--- config.mk ---
export PLATFORM = sky130hd
export DESIGN_NAME = cmo_core
export DESIGN_NICKNAME = d
export VERILOG_FILES = /design/src/core/cmo_pkg.sv /design/src/core/cmo_core.sv
export SDC_FILE = /design/constraint.sdc
export NUM_CORES = 2
export LEC_CHECK = 0
export BUFFER_PORTS_ARGS = -buffer_cell sky130_fd_sc_hd__buf_2
export CAP_MARGIN = 15
export CELL_PAD_IN_SITES_DETAIL_PLACEMENT = 0
export CELL_PAD_IN_SITES_GLOBAL_PLACEMENT = 2
export CORE_UTILIZATION = 46
export CTS_CLUSTER_DIAMETER = 200
export DETAILED_ROUTE_END_ITERATION = 8
export HOLD_SLACK_MARGIN = 0.12
export PLACE_DENSITY = 0.81
export SYNTH_ARGS = -nofsm -noshare
export SYNTH_HDL_FRONTEND = slang
export SYNTH_SLANG_ARGS = --single-unit
--- constraint.sdc ---
create_clock -name mclk_in -period 3.6 [get_ports mclk_in]
set_input_delay 0.18 -clock mclk_in [delete_from_list [all_inputs] [get_ports mclk_in]]
set_output_delay 0.18 -clock mclk_in [all_outputs]
set_load 0.01 [all_outputs]
--- src/core/cmo_pkg.sv ---
package cmo_pkg;

  // ----------------------------------------------------------------
  // register map (word indices, haddr[9:2], on the word bus)
  // ----------------------------------------------------------------
  localparam logic [7:0] OFS_PAGE    = 8'hB1;
  localparam logic [7:0] OFS_STATUS  = 8'hB2;
  localparam logic [7:0] OFS_CONTROL = 8'hB3;
  localparam logic [7:0] OFS_IDTAG1  = 8'hBC;
  localparam logic [7:0] IDX_PAGE    = 8'hB1;
  localparam logic [7:0] IDX_STATUS  = 8'hB2;
  localparam logic [7:0] IDX_CONTROL = 8'hB3;
  localparam logic [7:0] IDX_IDTAG1  = 8'hBC;
  localparam logic [7:0] IDX_TIMING3 = 8'hB6;
  localparam logic [7:0] IDX_TIMING1 = 8'hB4;
  localparam logic [7:0] IDX_TIMING2 = 8'hB5;
  localparam logic [7:0] IDX_GLOBAL  = 8'hC0;
  localparam logic [7:0] IDX_DATA    = 8'hC1;
  localparam logic [7:0] IDX_EVENT   = 8'hC2;

  // ----------------------------------------------------------------
  // field layout and reset values
  // ----------------------------------------------------------------
  localparam int          PAGE_OBJ_LSB   = 4;
  localparam int          PAGE_INDEX_AUTOINC_N_BIT  = 3;
  localparam logic [7:0]  PAGE_RESET     = 8'h00;
  localparam int          CTL_CFG_LSB    = 6;
  localparam int          CTL_REPLY_VALID_BIT   = 5;
  localparam int          CTL_IDE_BIT    = 4;
  localparam logic [3:0]  DLC_MAX        = 4'h8;
  localparam logic [3:0]  OBJ_LAST       = 4'hE;
  localparam int          NUM_OBJ        = 15;
  localparam logic [1:0]  INFO_PROC_TQ   = 2'h2;

  // status bit positions
  localparam int ST_LENW = 7;
  localparam int ST_TRANSMIT_DONE = 6;
  localparam int ST_RECEIVE_DONE = 5;
  localparam int ST_BIT_ERROR_FLAG = 4;
  localparam int ST_STUFF_ERROR_FLAG = 3;
  localparam int ST_CRC_ERROR_FLAG = 2;
  localparam int ST_FORM_ERROR_FLAG = 1;
  localparam int ST_ACK_ERROR_FLAG = 0;

  // ----------------------------------------------------------------
  // types
  // ----------------------------------------------------------------
  typedef enum logic [1:0] {
    CMO_CFG_DISABLE = 2'b00,
    CMO_CFG_TX      = 2'b01,
    CMO_CFG_RX      = 2'b10,
    CMO_CFG_RXBUF   = 2'b11
  } cmo_cfg_t;

  typedef enum logic [3:0] {
    CMO_SEG_SYNC  = 4'b0001,
    CMO_SEG_PROP  = 4'b0010,
    CMO_SEG_PH1   = 4'b0100,
    CMO_SEG_PH2   = 4'b1000
  } cmo_seg_t;

  typedef struct packed {
    cmo_cfg_t   cfg;
    logic       reply_valid;
    logic       ide;
    logic [3:0] dlc;
  } cmo_ctl_t;

  // one finished-frame report from the protocol engine
  typedef struct packed {
    logic       tx_done;
    logic       rx_done;
    logic       remote;
    logic [3:0] dlc;
    logic [4:0] errors;
  } cmo_frame_t;

endpackage

--- src/core/cmo_core.sv ---
module cmo_core #(
  parameter int NUM_OBJ = cmo_pkg::NUM_OBJ
) (
  input  wire logic             mclk_in,
  input  wire logic             srst_in,
  input  wire logic             clk_en_in,
  // ahb-lite slave
  input  wire logic             hsel_in,
  input  wire logic [31:0]      haddr_in,
  input  wire logic [1:0]       htrans_in,
  input  wire logic             hwrite_in,
  input  wire logic [2:0]       hsize_in,
  input  wire logic [31:0]      hwdata_in,
  input  wire logic             hready_in,
  output logic      [31:0]      hrdata_out,
  output logic                  hreadyout_out,
  output logic                  hresp_out,
  // bus line and protocol engine hooks
  input  wire logic             can_rx_in,
  input  wire logic             can_tx_bit_in,
  input  wire logic             can_tx_active_in,
  input  wire logic             arbitration_in,
  input  wire logic             err_frame_in,
  input  wire cmo_pkg::cmo_frame_t frame_in,
  input  wire logic             frame_valid_in,
  input  wire logic [14:0]      rx_match_in,
  output logic                  sample_bit_out,
  output logic                  sample_strobe_out,
  output logic      [14:0]      object_enable_out,
  output logic      [3:0]       tx_object_out,
  output logic                  tx_pending_out,
  output logic                  reply_ok_out,
  output logic                  ext_id_out,
  output logic                  controller_enable_out
);

  // ----------------------------------------------------------------
  // bus slave address phase capture
  // ----------------------------------------------------------------
  logic       wr_pend_reg;
  logic       rd_pend_reg;
  logic [7:0] idx_reg;
  logic       wr_go;
  logic [7:0] wdat;
  logic       data_acc;

  assign hreadyout_out = 1'b1;
  assign hresp_out     = 1'b0;
  assign wr_go         = wr_pend_reg & clk_en_in;
  assign wdat          = hwdata_in[7:0];

  // single-cycle answer; only word transfers are expected
  always_ff @(posedge mclk_in) begin
    if (srst_in) begin
      wr_pend_reg <= 1'b0;
      rd_pend_reg <= 1'b0;
      idx_reg     <= 8'h00;
    end else if (clk_en_in) begin
      wr_pend_reg <= hsel_in & hready_in & htrans_in[1] & hwrite_in;
      rd_pend_reg <= hsel_in & hready_in & htrans_in[1] & ~hwrite_in;
      // select held across the data phase so the read mux keeps its address
      if (hsel_in & hready_in & htrans_in[1]) idx_reg <= haddr_in[9:2];
    end
  end

  // ----------------------------------------------------------------
  // page, timing and global registers
  // ----------------------------------------------------------------
  logic [7:0] page_reg;
  logic [6:0] timing3_reg;
  logic [5:0] prescaler_reg;
  logic [1:0] jump_reg;
  logic [2:0] prop_reg;
  logic       enable_reg;
  logic [3:0] obj;
  logic [2:0] data_byte_index;

  assign obj             = page_reg[7:cmo_pkg::PAGE_OBJ_LSB];
  assign data_byte_index = page_reg[2:0];
  assign data_acc        = (wr_go | (rd_pend_reg & clk_en_in)) && idx_reg == cmo_pkg::IDX_DATA;
  assign controller_enable_out = enable_reg;

  // page register with index auto-increment after data accesses
  always_ff @(posedge mclk_in) begin
    if (srst_in) begin
      page_reg <= cmo_pkg::PAGE_RESET;
    end else if (wr_go && idx_reg == cmo_pkg::IDX_PAGE) begin
      page_reg <= wdat;
    end else if (data_acc && !page_reg[cmo_pkg::PAGE_INDEX_AUTOINC_N_BIT]) begin
      page_reg[2:0] <= data_byte_index + 3'd1;
    end
  end

  // timing fields: software only changes these while disabled
  always_ff @(posedge mclk_in) begin
    if (srst_in) begin
      timing3_reg   <= 7'h00;
      prescaler_reg <= 6'h00;
      jump_reg      <= 2'h0;
      prop_reg      <= 3'h0;
      enable_reg    <= 1'b0;
    end else if (wr_go) begin
      if (idx_reg == cmo_pkg::IDX_TIMING3) timing3_reg <= wdat[6:0];
      if (idx_reg == cmo_pkg::IDX_TIMING1) prescaler_reg <= wdat[6:1];
      if (idx_reg == cmo_pkg::IDX_TIMING2) begin
        jump_reg <= wdat[6:5];
        prop_reg <= wdat[3:1];
      end
      if (idx_reg == cmo_pkg::IDX_GLOBAL) enable_reg <= wdat[1];
    end
  end

  // ----------------------------------------------------------------
  // per-object storage
  // ----------------------------------------------------------------
  cmo_pkg::cmo_ctl_t ctl_reg [NUM_OBJ];
  logic [7:0]        stat_reg [NUM_OBJ];
  logic [7:0]        idt_reg [NUM_OBJ];
  logic [7:0]        data_reg [NUM_OBJ][8];
  logic [NUM_OBJ-1:0] en_reg;
  logic [3:0]        served_reg;
  logic              bit_err_reg;

  // lowest set bit of a vector picks the served object
  function automatic logic [3:0] lowest(input logic [14:0] v);
    lowest = 4'hF;
    for (int k = 14; k >= 0; k--) begin
      if (v[k]) lowest = 4'(k);
    end
  endfunction

  logic [3:0]  rx_obj;
  logic [14:0] tx_req;

  // producers; a process so it follows every config write
  always_comb begin
    tx_req = '0;
    for (int k = 0; k < NUM_OBJ; k++) begin
      tx_req[k] = ctl_reg[k].cfg == cmo_pkg::CMO_CFG_TX;
    end
  end

  assign rx_obj         = lowest(rx_match_in & en_reg);
  assign tx_object_out  = lowest(en_reg & tx_req);
  assign tx_pending_out = tx_object_out != 4'hF;
  assign object_enable_out = en_reg;

  // served object latched for the frame report
  always_ff @(posedge mclk_in) begin
    if (srst_in) served_reg <= 4'hF;
    else if (clk_en_in && frame_valid_in) served_reg <= frame_in.tx_done ? tx_object_out : rx_obj;
  end

  logic rep_valid;
  assign rep_valid    = frame_valid_in && clk_en_in;
  assign ext_id_out   = (obj <= cmo_pkg::OBJ_LAST) ? ctl_reg[obj].ide : 1'b0;
  assign reply_ok_out = (rx_obj != 4'hF) && ctl_reg[rx_obj].reply_valid;

  genvar g;
  generate
    for (g = 0; g < NUM_OBJ; g++) begin : g_obj
      logic sel, hit, sw_clr;
      logic [7:0] set_v;
      assign sel    = obj == 4'(g);
      assign hit    = rep_valid && (frame_in.tx_done ? tx_object_out == 4'(g) : rx_obj == 4'(g));
      assign sw_clr = wr_go && sel && idx_reg == cmo_pkg::IDX_STATUS;

      // config, length and enable; received length stored unless a control write to the object lands in the same cycle
      always_ff @(posedge mclk_in) begin
        if (srst_in) begin
          ctl_reg[g] <= '0;
          en_reg[g]  <= 1'b0;
          idt_reg[g] <= 8'h00;
        end else begin
          if (wr_go && sel && idx_reg == cmo_pkg::IDX_CONTROL) begin
            ctl_reg[g] <= cmo_pkg::cmo_ctl_t'(wdat);
            en_reg[g]  <= wdat[7:6] != 2'b00;
          end else if (hit && frame_in.rx_done) begin
            ctl_reg[g].dlc <= frame_in.dlc;
            if (ctl_reg[g].cfg != cmo_pkg::CMO_CFG_RXBUF) en_reg[g] <= 1'b0;
          end else if (hit && frame_in.tx_done) begin
            en_reg[g] <= 1'b0;
          end
          if (wr_go && sel && idx_reg == cmo_pkg::IDX_IDTAG1) idt_reg[g] <= wdat;
        end
      end

      // flags raised by this object's report; errors come as bit,stuff,crc,form,ack
      always_comb begin
        set_v = '0;
        if (hit) begin
          set_v[cmo_pkg::ST_TRANSMIT_DONE] = frame_in.tx_done;
          set_v[cmo_pkg::ST_RECEIVE_DONE] = frame_in.rx_done;
          set_v[cmo_pkg::ST_LENW] = frame_in.rx_done && frame_in.dlc != ctl_reg[g].dlc;
          set_v[cmo_pkg::ST_BIT_ERROR_FLAG] = frame_in.errors[4] | bit_err_reg;
          set_v[cmo_pkg::ST_STUFF_ERROR_FLAG] = frame_in.errors[3];
          set_v[cmo_pkg::ST_CRC_ERROR_FLAG] = frame_in.errors[2];
          set_v[cmo_pkg::ST_FORM_ERROR_FLAG] = frame_in.errors[1];
          set_v[cmo_pkg::ST_ACK_ERROR_FLAG] = frame_in.errors[0];
        end
      end

      // sticky status: hardware set wins over software clear
      always_ff @(posedge mclk_in) begin
        if (srst_in) begin
          stat_reg[g] <= 8'h00;
        end else begin
          stat_reg[g] <= ((sw_clr ? (stat_reg[g] & wdat) : stat_reg[g])) | set_v;
        end
      end

      // data bytes, written at the current index
      always_ff @(posedge mclk_in) begin
        if (wr_go && sel && idx_reg == cmo_pkg::IDX_DATA) begin
          data_reg[g][data_byte_index] <= wdat;
        end
      end
    end
  endgenerate

  // ----------------------------------------------------------------
  // bit timing: quantum, segments, resync, sampling
  // ----------------------------------------------------------------
  logic [2:0] rx_sync_reg;
  logic [6:0] pre_cnt_reg;
  logic       tq_tick;
  logic       half_tick;
  cmo_pkg::cmo_seg_t seg_reg;
  logic [3:0] seg_cnt_reg;
  logic [3:0] seg_len_reg;
  logic       rx_prev_reg;
  logic [2:0] smp_reg;
  logic       edge_seen;
  logic [3:0] jump_width;
  logic [3:0] ph1_len;
  logic [3:0] ph2_len;

  assign jump_width     = {2'b00, jump_reg} + 4'd1;
  assign ph1_len = {1'b0, timing3_reg[3:1]} + 4'd1;
  assign ph2_len = {1'b0, timing3_reg[6:4]} + 4'd1;
  // quantum of prescaler plus one clocks, half marked mid-way
  assign tq_tick   = clk_en_in && pre_cnt_reg == {1'b0, prescaler_reg};
  assign half_tick = clk_en_in && pre_cnt_reg == {2'b00, prescaler_reg[5:1]};
  assign edge_seen = rx_sync_reg[2] != rx_prev_reg && !rx_sync_reg[2];

  // bus line synchroniser; stage 0 feeds stage 1 only
  always_ff @(posedge mclk_in) begin
    if (srst_in) rx_sync_reg <= 3'b111;
    else if (clk_en_in) rx_sync_reg <= {rx_sync_reg[1:0], can_rx_in};
  end

  // prescaler counter
  always_ff @(posedge mclk_in) begin
    if (srst_in || !enable_reg) pre_cnt_reg <= 7'h00;
    else if (tq_tick) pre_cnt_reg <= 7'h00;
    else if (clk_en_in) pre_cnt_reg <= pre_cnt_reg + 7'd1;
  end

  // segment sequencer with bounded resync on early and late edges
  always_ff @(posedge mclk_in) begin
    if (srst_in || !enable_reg) begin
      seg_reg     <= cmo_pkg::CMO_SEG_SYNC;
      seg_cnt_reg <= 4'h0;
      seg_len_reg <= 4'h1;
      rx_prev_reg <= 1'b1;
    end else if (tq_tick) begin
      rx_prev_reg <= rx_sync_reg[2];
      if (edge_seen && seg_reg == cmo_pkg::CMO_SEG_PH2) begin
        // early edge: shorten phase two by at most the jump width
        if (ph2_len - seg_cnt_reg <= jump_width) begin
          seg_reg <= cmo_pkg::CMO_SEG_SYNC;
          seg_cnt_reg <= 4'h0;
        end else begin
          seg_len_reg <= seg_len_reg - jump_width;
          seg_cnt_reg <= seg_cnt_reg + 4'd1;
        end
      end else if (seg_cnt_reg + 4'd1 >= seg_len_reg) begin
        seg_cnt_reg <= 4'h0;
        unique case (seg_reg)
          cmo_pkg::CMO_SEG_SYNC: begin
            seg_reg <= cmo_pkg::CMO_SEG_PROP;
            seg_len_reg <= {1'b0, prop_reg} + 4'd1;
          end
          cmo_pkg::CMO_SEG_PROP: begin
            seg_reg <= cmo_pkg::CMO_SEG_PH1;
            seg_len_reg <= ph1_len;
          end
          cmo_pkg::CMO_SEG_PH1: begin
            seg_reg <= cmo_pkg::CMO_SEG_PH2;
            seg_len_reg <= ph2_len;
          end
          cmo_pkg::CMO_SEG_PH2: begin
            seg_reg <= cmo_pkg::CMO_SEG_SYNC;
            seg_len_reg <= 4'h1;
          end
        endcase
      end else begin
        seg_cnt_reg <= seg_cnt_reg + 4'd1;
        // late edge in phase one: lengthen by at most the jump width
        if (edge_seen && seg_reg == cmo_pkg::CMO_SEG_PH1 && seg_len_reg == ph1_len)
          seg_len_reg <= ph1_len + jump_width;
      end
    end
  end

  // three samples half a quantum apart ending at the sample point
  logic smp_point;
  assign smp_point = tq_tick && seg_reg == cmo_pkg::CMO_SEG_PH1 && seg_cnt_reg + 4'd1 >= seg_len_reg;
  always_ff @(posedge mclk_in) begin
    if (srst_in) smp_reg <= 3'b111;
    else if (half_tick || tq_tick) smp_reg <= {smp_reg[1:0], rx_sync_reg[2]};
  end

  always_ff @(posedge mclk_in) begin
    if (srst_in) begin
      sample_bit_out    <= 1'b1;
      sample_strobe_out <= 1'b0;
    end else if (clk_en_in) begin
      sample_strobe_out <= smp_point;
      if (smp_point) begin
        sample_bit_out <= timing3_reg[0] ?
          ((smp_reg[0] & smp_reg[1]) | (smp_reg[1] & rx_sync_reg[2]) |
           (smp_reg[0] & rx_sync_reg[2])) : rx_sync_reg[2];
      end
    end
  end

  // ----------------------------------------------------------------
  // read mux
  // ----------------------------------------------------------------
  logic [7:0] rd_byte;
  always_comb begin
    rd_byte = 8'h00;
    unique case (idx_reg)
      cmo_pkg::IDX_PAGE:    rd_byte = page_reg;
      cmo_pkg::IDX_STATUS:  rd_byte = (obj <= cmo_pkg::OBJ_LAST) ? stat_reg[obj] : 8'h00;
      cmo_pkg::IDX_CONTROL: rd_byte = (obj <= cmo_pkg::OBJ_LAST) ? 8'(ctl_reg[obj]) : 8'h00;
      cmo_pkg::IDX_IDTAG1:  rd_byte = (obj <= cmo_pkg::OBJ_LAST) ? idt_reg[obj] : 8'h00;
      cmo_pkg::IDX_DATA:    rd_byte = (obj <= cmo_pkg::OBJ_LAST) ? data_reg[obj][data_byte_index] : 8'h00;
      cmo_pkg::IDX_TIMING3: rd_byte = {1'b0, timing3_reg};
      cmo_pkg::IDX_TIMING1: rd_byte = {1'b0, prescaler_reg, 1'b0};
      cmo_pkg::IDX_TIMING2: rd_byte = {1'b0, jump_reg, 1'b0, prop_reg, 1'b0};
      cmo_pkg::IDX_GLOBAL:  rd_byte = {6'h00, enable_reg, 1'b0};
      cmo_pkg::IDX_EVENT:   rd_byte = {tx_pending_out, 3'h0, tx_object_out};
      default:              rd_byte = 8'h00;
    endcase
  end
  assign hrdata_out = {24'h00_0000, rd_byte};

  // bit error while sending latched per sample, folded into the report
  always_ff @(posedge mclk_in) begin
    if (srst_in) bit_err_reg <= 1'b0;
    else if (clk_en_in && sample_strobe_out && can_tx_active_in)
      bit_err_reg <= (sample_bit_out != can_tx_bit_in) &&
                     !(arbitration_in && can_tx_bit_in) && !err_frame_in;
  end

endmodule

# After elaboration in Yosys (flattened, before gate mapping)
# Memories as Yosys holds them, arrays and structs flattened. A register that Yosys moved wholly into a read port is not among the register bits.
# Cells that the tools add are included.
dict set report classes {
  n_addsub 10
  multipliers 0
  div_mod_pow 0
  n_lt_le_gt_ge 5
  eq_ne 125
  shifts 0
  mux 454
  bitwise 107
  n_reduce_logical 221
}
# cell n
set op_table {}
lappend op_table {{2-to-1 mux 64 bit} 43}
lappend op_table {{OR reduction 64 bit} 14}
lappend op_table {{2-to-1 mux 8 bit} 82}
lappend op_table {{2-to-1 mux 4 bit} 75}
lappend op_table {{2-to-1 mux 1 bit} 247}
lappend op_table {{logical AND 1 bit} 154}
lappend op_table {{bitwise AND 8 bit} 15}
lappend op_table {{OR 8 bit} 15}
lappend op_table {{== test 4 bit (second input constant)} 22}
lappend op_table {{== test 8 bit (second input constant)} 10}
lappend op_table {{one-hot mux 8 bit (10 select lines)} 1}
lappend op_table {{OR 1 bit} 64}
lappend op_table {{!= test 4 bit} 15}
lappend op_table {{== test 4 x 3 -> 1 bit (second input constant)} 13}
lappend op_table {{nonzero test 3 bit} 16}
lappend op_table {{!= test 3 x 2 -> 1 bit (second input constant)} 15}
lappend op_table {{AND reduction 2 bit} 21}
lappend op_table {{!= test 2 bit (second input constant)} 16}
lappend op_table {{one-hot mux 4 bit (4 select lines)} 2}
lappend op_table {{bitwise AND 15 bit} 2}
lappend op_table {{== test 2 x 1 -> 1 bit (second input constant)} 15}
lappend op_table {{== test 4 x 2 -> 1 bit (second input constant)} 7}
lappend op_table {{binary-select mux 8 bit (select 3 bit)} 1}
lappend op_table {{demux 8 bit (select 3 bit)} 1}
lappend op_table {{30 further kinds} 56}
dict set report word_totals {
  ff_bits 80
  latch_bits 0
  ramBits 1320
  romBits 0
  inputBits 108
  output_inout_bits 59
  word_cells 961
  mem_count 4
}
# memory depth word_bits rd rd_ports_with_merged_regs wr line
set mem_list {}
lappend mem_list {data_reg 15 64 1 1 1 cmo_core.sv:119} ;# logic [7:0] data_reg [NUM_OBJ][8];
lappend mem_list {ctl_reg 15 8 17 1 15 cmo_core.sv:116} ;# cmo_pkg::cmo_ctl_t ctl_reg [NUM_OBJ];
lappend mem_list {idt_reg 15 8 1 1 15 cmo_core.sv:118} ;# logic [7:0] idt_reg [NUM_OBJ];
lappend mem_list {stat_reg 15 8 16 1 15 cmo_core.sv:117} ;# logic [7:0] stat_reg [NUM_OBJ];

# Logic depth before layout (Yosys ltp)
# An unclocked memory read counts as a cell.
dict set report depth {
  word_depth 27
  mapped_depth 13
  depth_no_buf 11
}

# Worst setup path before layout
# OpenSTA, ideal clock, no wires.
dict set report synth_path {
  kind {reg-to-reg}
  from {register en_reg[13] (netlist: object_enable_out[13])}
  to {memory ctl_reg[1][0] in the netlist's numbering, enable pin}
  setup_ns 0.361
  t_arrival_ns 2.522
  slack_ns 0.717
  path_stages_with_launch 10
  n_path_buf 2
  synth_period_minus_slack_ns 2.883
  cell_sequence {dfxtp_1 -> nand2_1 -> a32o_1 -> a211o_1 -> a211oi_4 -> a211oi_2 -> buf_6 -> or3_1 -> buf_6 -> o21ai_0}
}
# item line
set synth_rtl {}
lappend synth_rtl {{start: declaration} cmo_core.sv:120} ;# logic [NUM_OBJ-1:0] en_reg;
lappend synth_rtl {{start signal: indexed assignment} cmo_core.sv:172} ;# en_reg[g] <= 1'b0;
lappend synth_rtl {{start signal: indexed assignment} cmo_core.sv:177} ;# en_reg[g] <= wdat[7:6] != 2'b00;
lappend synth_rtl {{start signal: indexed assignment} cmo_core.sv:180} ;# if (ctl_reg[g].cfg != cmo_pkg::CMO_CFG_RXBUF) en_reg[g] <= 1'b0;
lappend synth_rtl {{end: declaration} cmo_core.sv:116}

==> results by group <==
Run status
  • Status: finished with violations
  • Violated checks: setup timing

Yosys
  • Synthesis warning total: 0
  • Synth area leader: edfxtp_1
  • Yosys reg bits: 1404
  • Share of the synthesized area in the top cell type: 0.585
  • Mean post-synth cell area: 14.7 µm²
  • EDFF count, synth: 1200
  • Synthesized cell area: 0.0616 mm²
  • Fraction of registers with async set/reset: 0
  • Synth area leaders: edfxtp_1, mux4_2, dfxtp_1
  • Ys flop type: edfxtp_1
  • Synthesized instance count: 4193
  • Post-synthesis sequential area ratio: 0.652
  • Synth unique cells: 90

Floorplanning
  • Ports: between 150 and 200
  • Die Wd: 368 µm
  • Core ar.: between 0.1 and 0.15 mm²
  • Initial core utilization: 0.466
  • Die Span Y: 368 µm
  • DIE AREA: 0.135 mm²
  • Core Rows: between 100 and 150

Hold path
  • Min-delay worst type: in -> reg
  • Hold EP: ctl_reg[8][2]$_SDFFCE_PN0P_
  • Hold_sp: frame_in[7]
  • Cells on Worst Hold Path: 3

Layout
  • Non-Filler Instances: about 6.6k
  • # fillers: 10.5k
  • Max reg flops: 960
  • Design area: 0.0735 mm²
  • Nets: 4845
  • Share of cells above drive strength 1: 0.251
  • Area growth, synth to finish: 19.5%

Critical path
  • Critical path startpoint category: flop
  • Critical Path End Type: output port
  • FF-to-FF setup slack: 0.15 ns
  • Worst r2r path cells: 8
  • Reg-to-Reg Start: object_enable_out[12]$_SDFFE_PP0P_
  • Reg-to-Reg End: ctl_reg[13][2]$_DFFE_PP_
  • Crit Path Class: reg -> out
  • Worst Path Required: roughly 3.4 ns
  • CP Max Fanout: 9
  • Worst endpoint data arrival time: approximately 4.0 ns

STA
  • Skew final: 0.0481 ns
  • Slew @ Worst Pin: around 1.2 ns
  • RSZ-0062 raised after global routing: true
  • Max Transition Viols Final: 0
  • Period utilization: 1.16
  • # setup viols final: 8
  • Slew headroom: 0.222
  • Final worst setup slack: -0.582 ns
  • Fin. Hold Viols: 0
  • Fmax: 239 MHz
  • Final min period: 4.18 ns

Power and ir drop
  • Overall Power: around 34 mW
  • Pleak: 24.4 nW
  • Worst vdd ir: 0.454 mV
  • Pwr/cell area: 462 mW/mm²

Placed design
  • DP Wirelength: 129000 µm
  • Final Wtd Congestion: 0.910
  • I/O Buffers: 87
  • Dpl cells: 6205
  • Placed Area: roughly 0.067 mm²

Clocking
  • Later-pin clock latency in the skew report: a little under 0.8 ns
  • Clock transition at path regs: 0.06 ns
  • # clock sinks: 1404
  • CTS tree: done
  • H-tree depth: 4
  • Clock root cell: clkbuf_16
  • CTS Buffer Depth: 3
  • CTS Buf Count: approximately 150

Route
  • Initial DRC Count: roughly 5.2k
  • Routed WL per cell: 29.4 µm
  • DRC Markers: 0
  • DRT Pass-1 Iters: 5
  • Post-route ant nets: 0
  • Via count: 40.5k
  • Via-to-Cell Ratio: 6.14
  • Routed WL: ~190000 µm

GRT
  • Initial antenna violation count: 3
  • GRT busiest layer: met2
  • M1 GR Usage: 0.400
  • Grt met3 use: 0.0585
  • First-pass GRT wire length: 277000 µm
  • Met2 Resource Use GR: 0.443
  • Vias in the first global route: about 39k
  • Overflow left after global routing: 0
  • Largest net degree at the start of global routing: a little over 100
  • Gr usage total: 0.283

Run
  • Max_cap viols: 0
stage by stage:
| stage | worst slack [ns] | hold slack (ns) | setup TNS, ns | util |
|---|---|---|---|---|
| 2_1_floorplan | 0.717 | 0.279 | 0 | - |
| 3_3_place_gp | -0.490 | 0.391 | -1.10 | 0.504 |
| 3_5_place_dp | -0.408 | 0.407 | -1.00 | 0.504 |
| 4_1_cts | -0.578 | 0.128 | -4.33 | 0.553 |
| 5_1_grt | -0.618 | 0.179 | -4.61 | 0.556 |
| 6_report | -0.582 | 0.167 | -4.21 | 0.557 |
power breakdown:
part | leakage (nW) | internal, mW | switching, mW | total, mW
Clock | 2.33 | 8.60 | 6.63 | 15.2
Combinational | 9.47 | 0.232 | 0.662 | 0.894
Sequential | 12.6 | 17.8 | 0.0735 | 17.8
Total | 24.4 | 26.6 | 7.36 | 33.9
layout by cell type, fill, tap and decap left out, types with 73 or more instances in the layout:
| cell | count |
|---|---|
| edfxtp_1 | 1200 |
| buf_4 | 451 |
| nor2_1 | 291 |
| mux4_2 | 267 |
| nand2_1 | 252 |
| o21ai_0 | 230 |
| mux2i_1 | 206 |
| dfxtp_1 | 199 |
| and2_1 | 166 |
| clkbuf_16 | 151 |
| a21oi_1 | 140 |
| nand3_1 | 85 |
| buf_2 | 73 |
critical path: stages, from the launching register on:
cell and delay, ns:
dfxtp_4 0.44, buf_12 0.18, buf_4 0.14, buf_6 0.17, nand4b_1 0.27, buf_4 0.26
o22ai_1 0.27, a2111oi_4 0.06, a22oi_2 0.32, a2bb2oi_2 0.20, a2111oi_4 0.08, o211ai_1 0.44
buf_4 0.23, buf_2 0.13
Yosys cell counts (38+ instances only):
library cell and instances:
and2_1 167, a32o_1 53, edfxtp_1 1200, nor3_1 58, inv_1 43, nor2_1 293
mux2i_1 218, a21oi_1 145, xnor2_1 40, o22ai_1 71, buf_4 48, o21ai_0 236
dfxtp_1 204, xor2_1 52, buf_2 60, nand4_1 38, mux4_2 267, nand2_1 252
clkbuf_1 164, nand3_1 88
final cells by class:
class                           instances  area [µm²]  share of cell area
Tap cell                             1755        2200              0.0299
Timing Repair Buffer                  660        5800              0.0789
Inverter                               45         171             0.00233
Sequential cell                      1404       40100               0.546
Clock inverter                         81         916              0.0125
Multi-Input combinational cell       2452       20400               0.277
Clock buffer                          193        3920              0.0533
Antenna cell                            4        10.0            0.000136
timing repair:
item,4_1_cts,5_1_grt
gates cloned,3,3
setup buffers,32,25
endpoints found under the hold margin,517,0
resized for setup,133,42
endpoints found under the setup margin,10,14
hold buffers,52,0
pin swaps,36,15
logic make-up (layout without fill, tap and decap cells):
family	after synthesis	after routing	synth area share
buffers and inverters	361	979	0.0284
AO/OA/AOI/OAI	734	734	0.0783
adder cells (fa/ha/maj)	26	26	0.00565
XOR/XNOR	92	92	0.0131
other	2	30	0.000122
multiplexers	499	499	0.136
flip-flops	1404	1404	0.652
AND/OR/NAND/NOR	1075	1075	0.0870
per-layer routing:
layer  routed length (µm)  up-vias
met5                    0        -
met1                79200    20800
met4                 5160        0
met3                18600      273
met2                90700     2080
li1                     -    17400
worst max path at each step:
stage	startpoint	to	slack [ns]	depth (start not counted)
after CTS	flop	hrdata_out[0]	-0.58	13
after global routing	flop	hrdata_out[4]	-0.62	11
after floorplan	object_enable_out[13]$_SDFFE_PP0P_	ctl_reg[1][0]$_DFFE_PP_	0.72	9
final	flop	hrdata_out[4]	-0.58	13
after global placement	flop	hrdata_out[1]	-0.49	11
after detailed placement	flop	hrdata_out[1]	-0.41	11
Note: power is estimated with default switching activity, not from simulation.
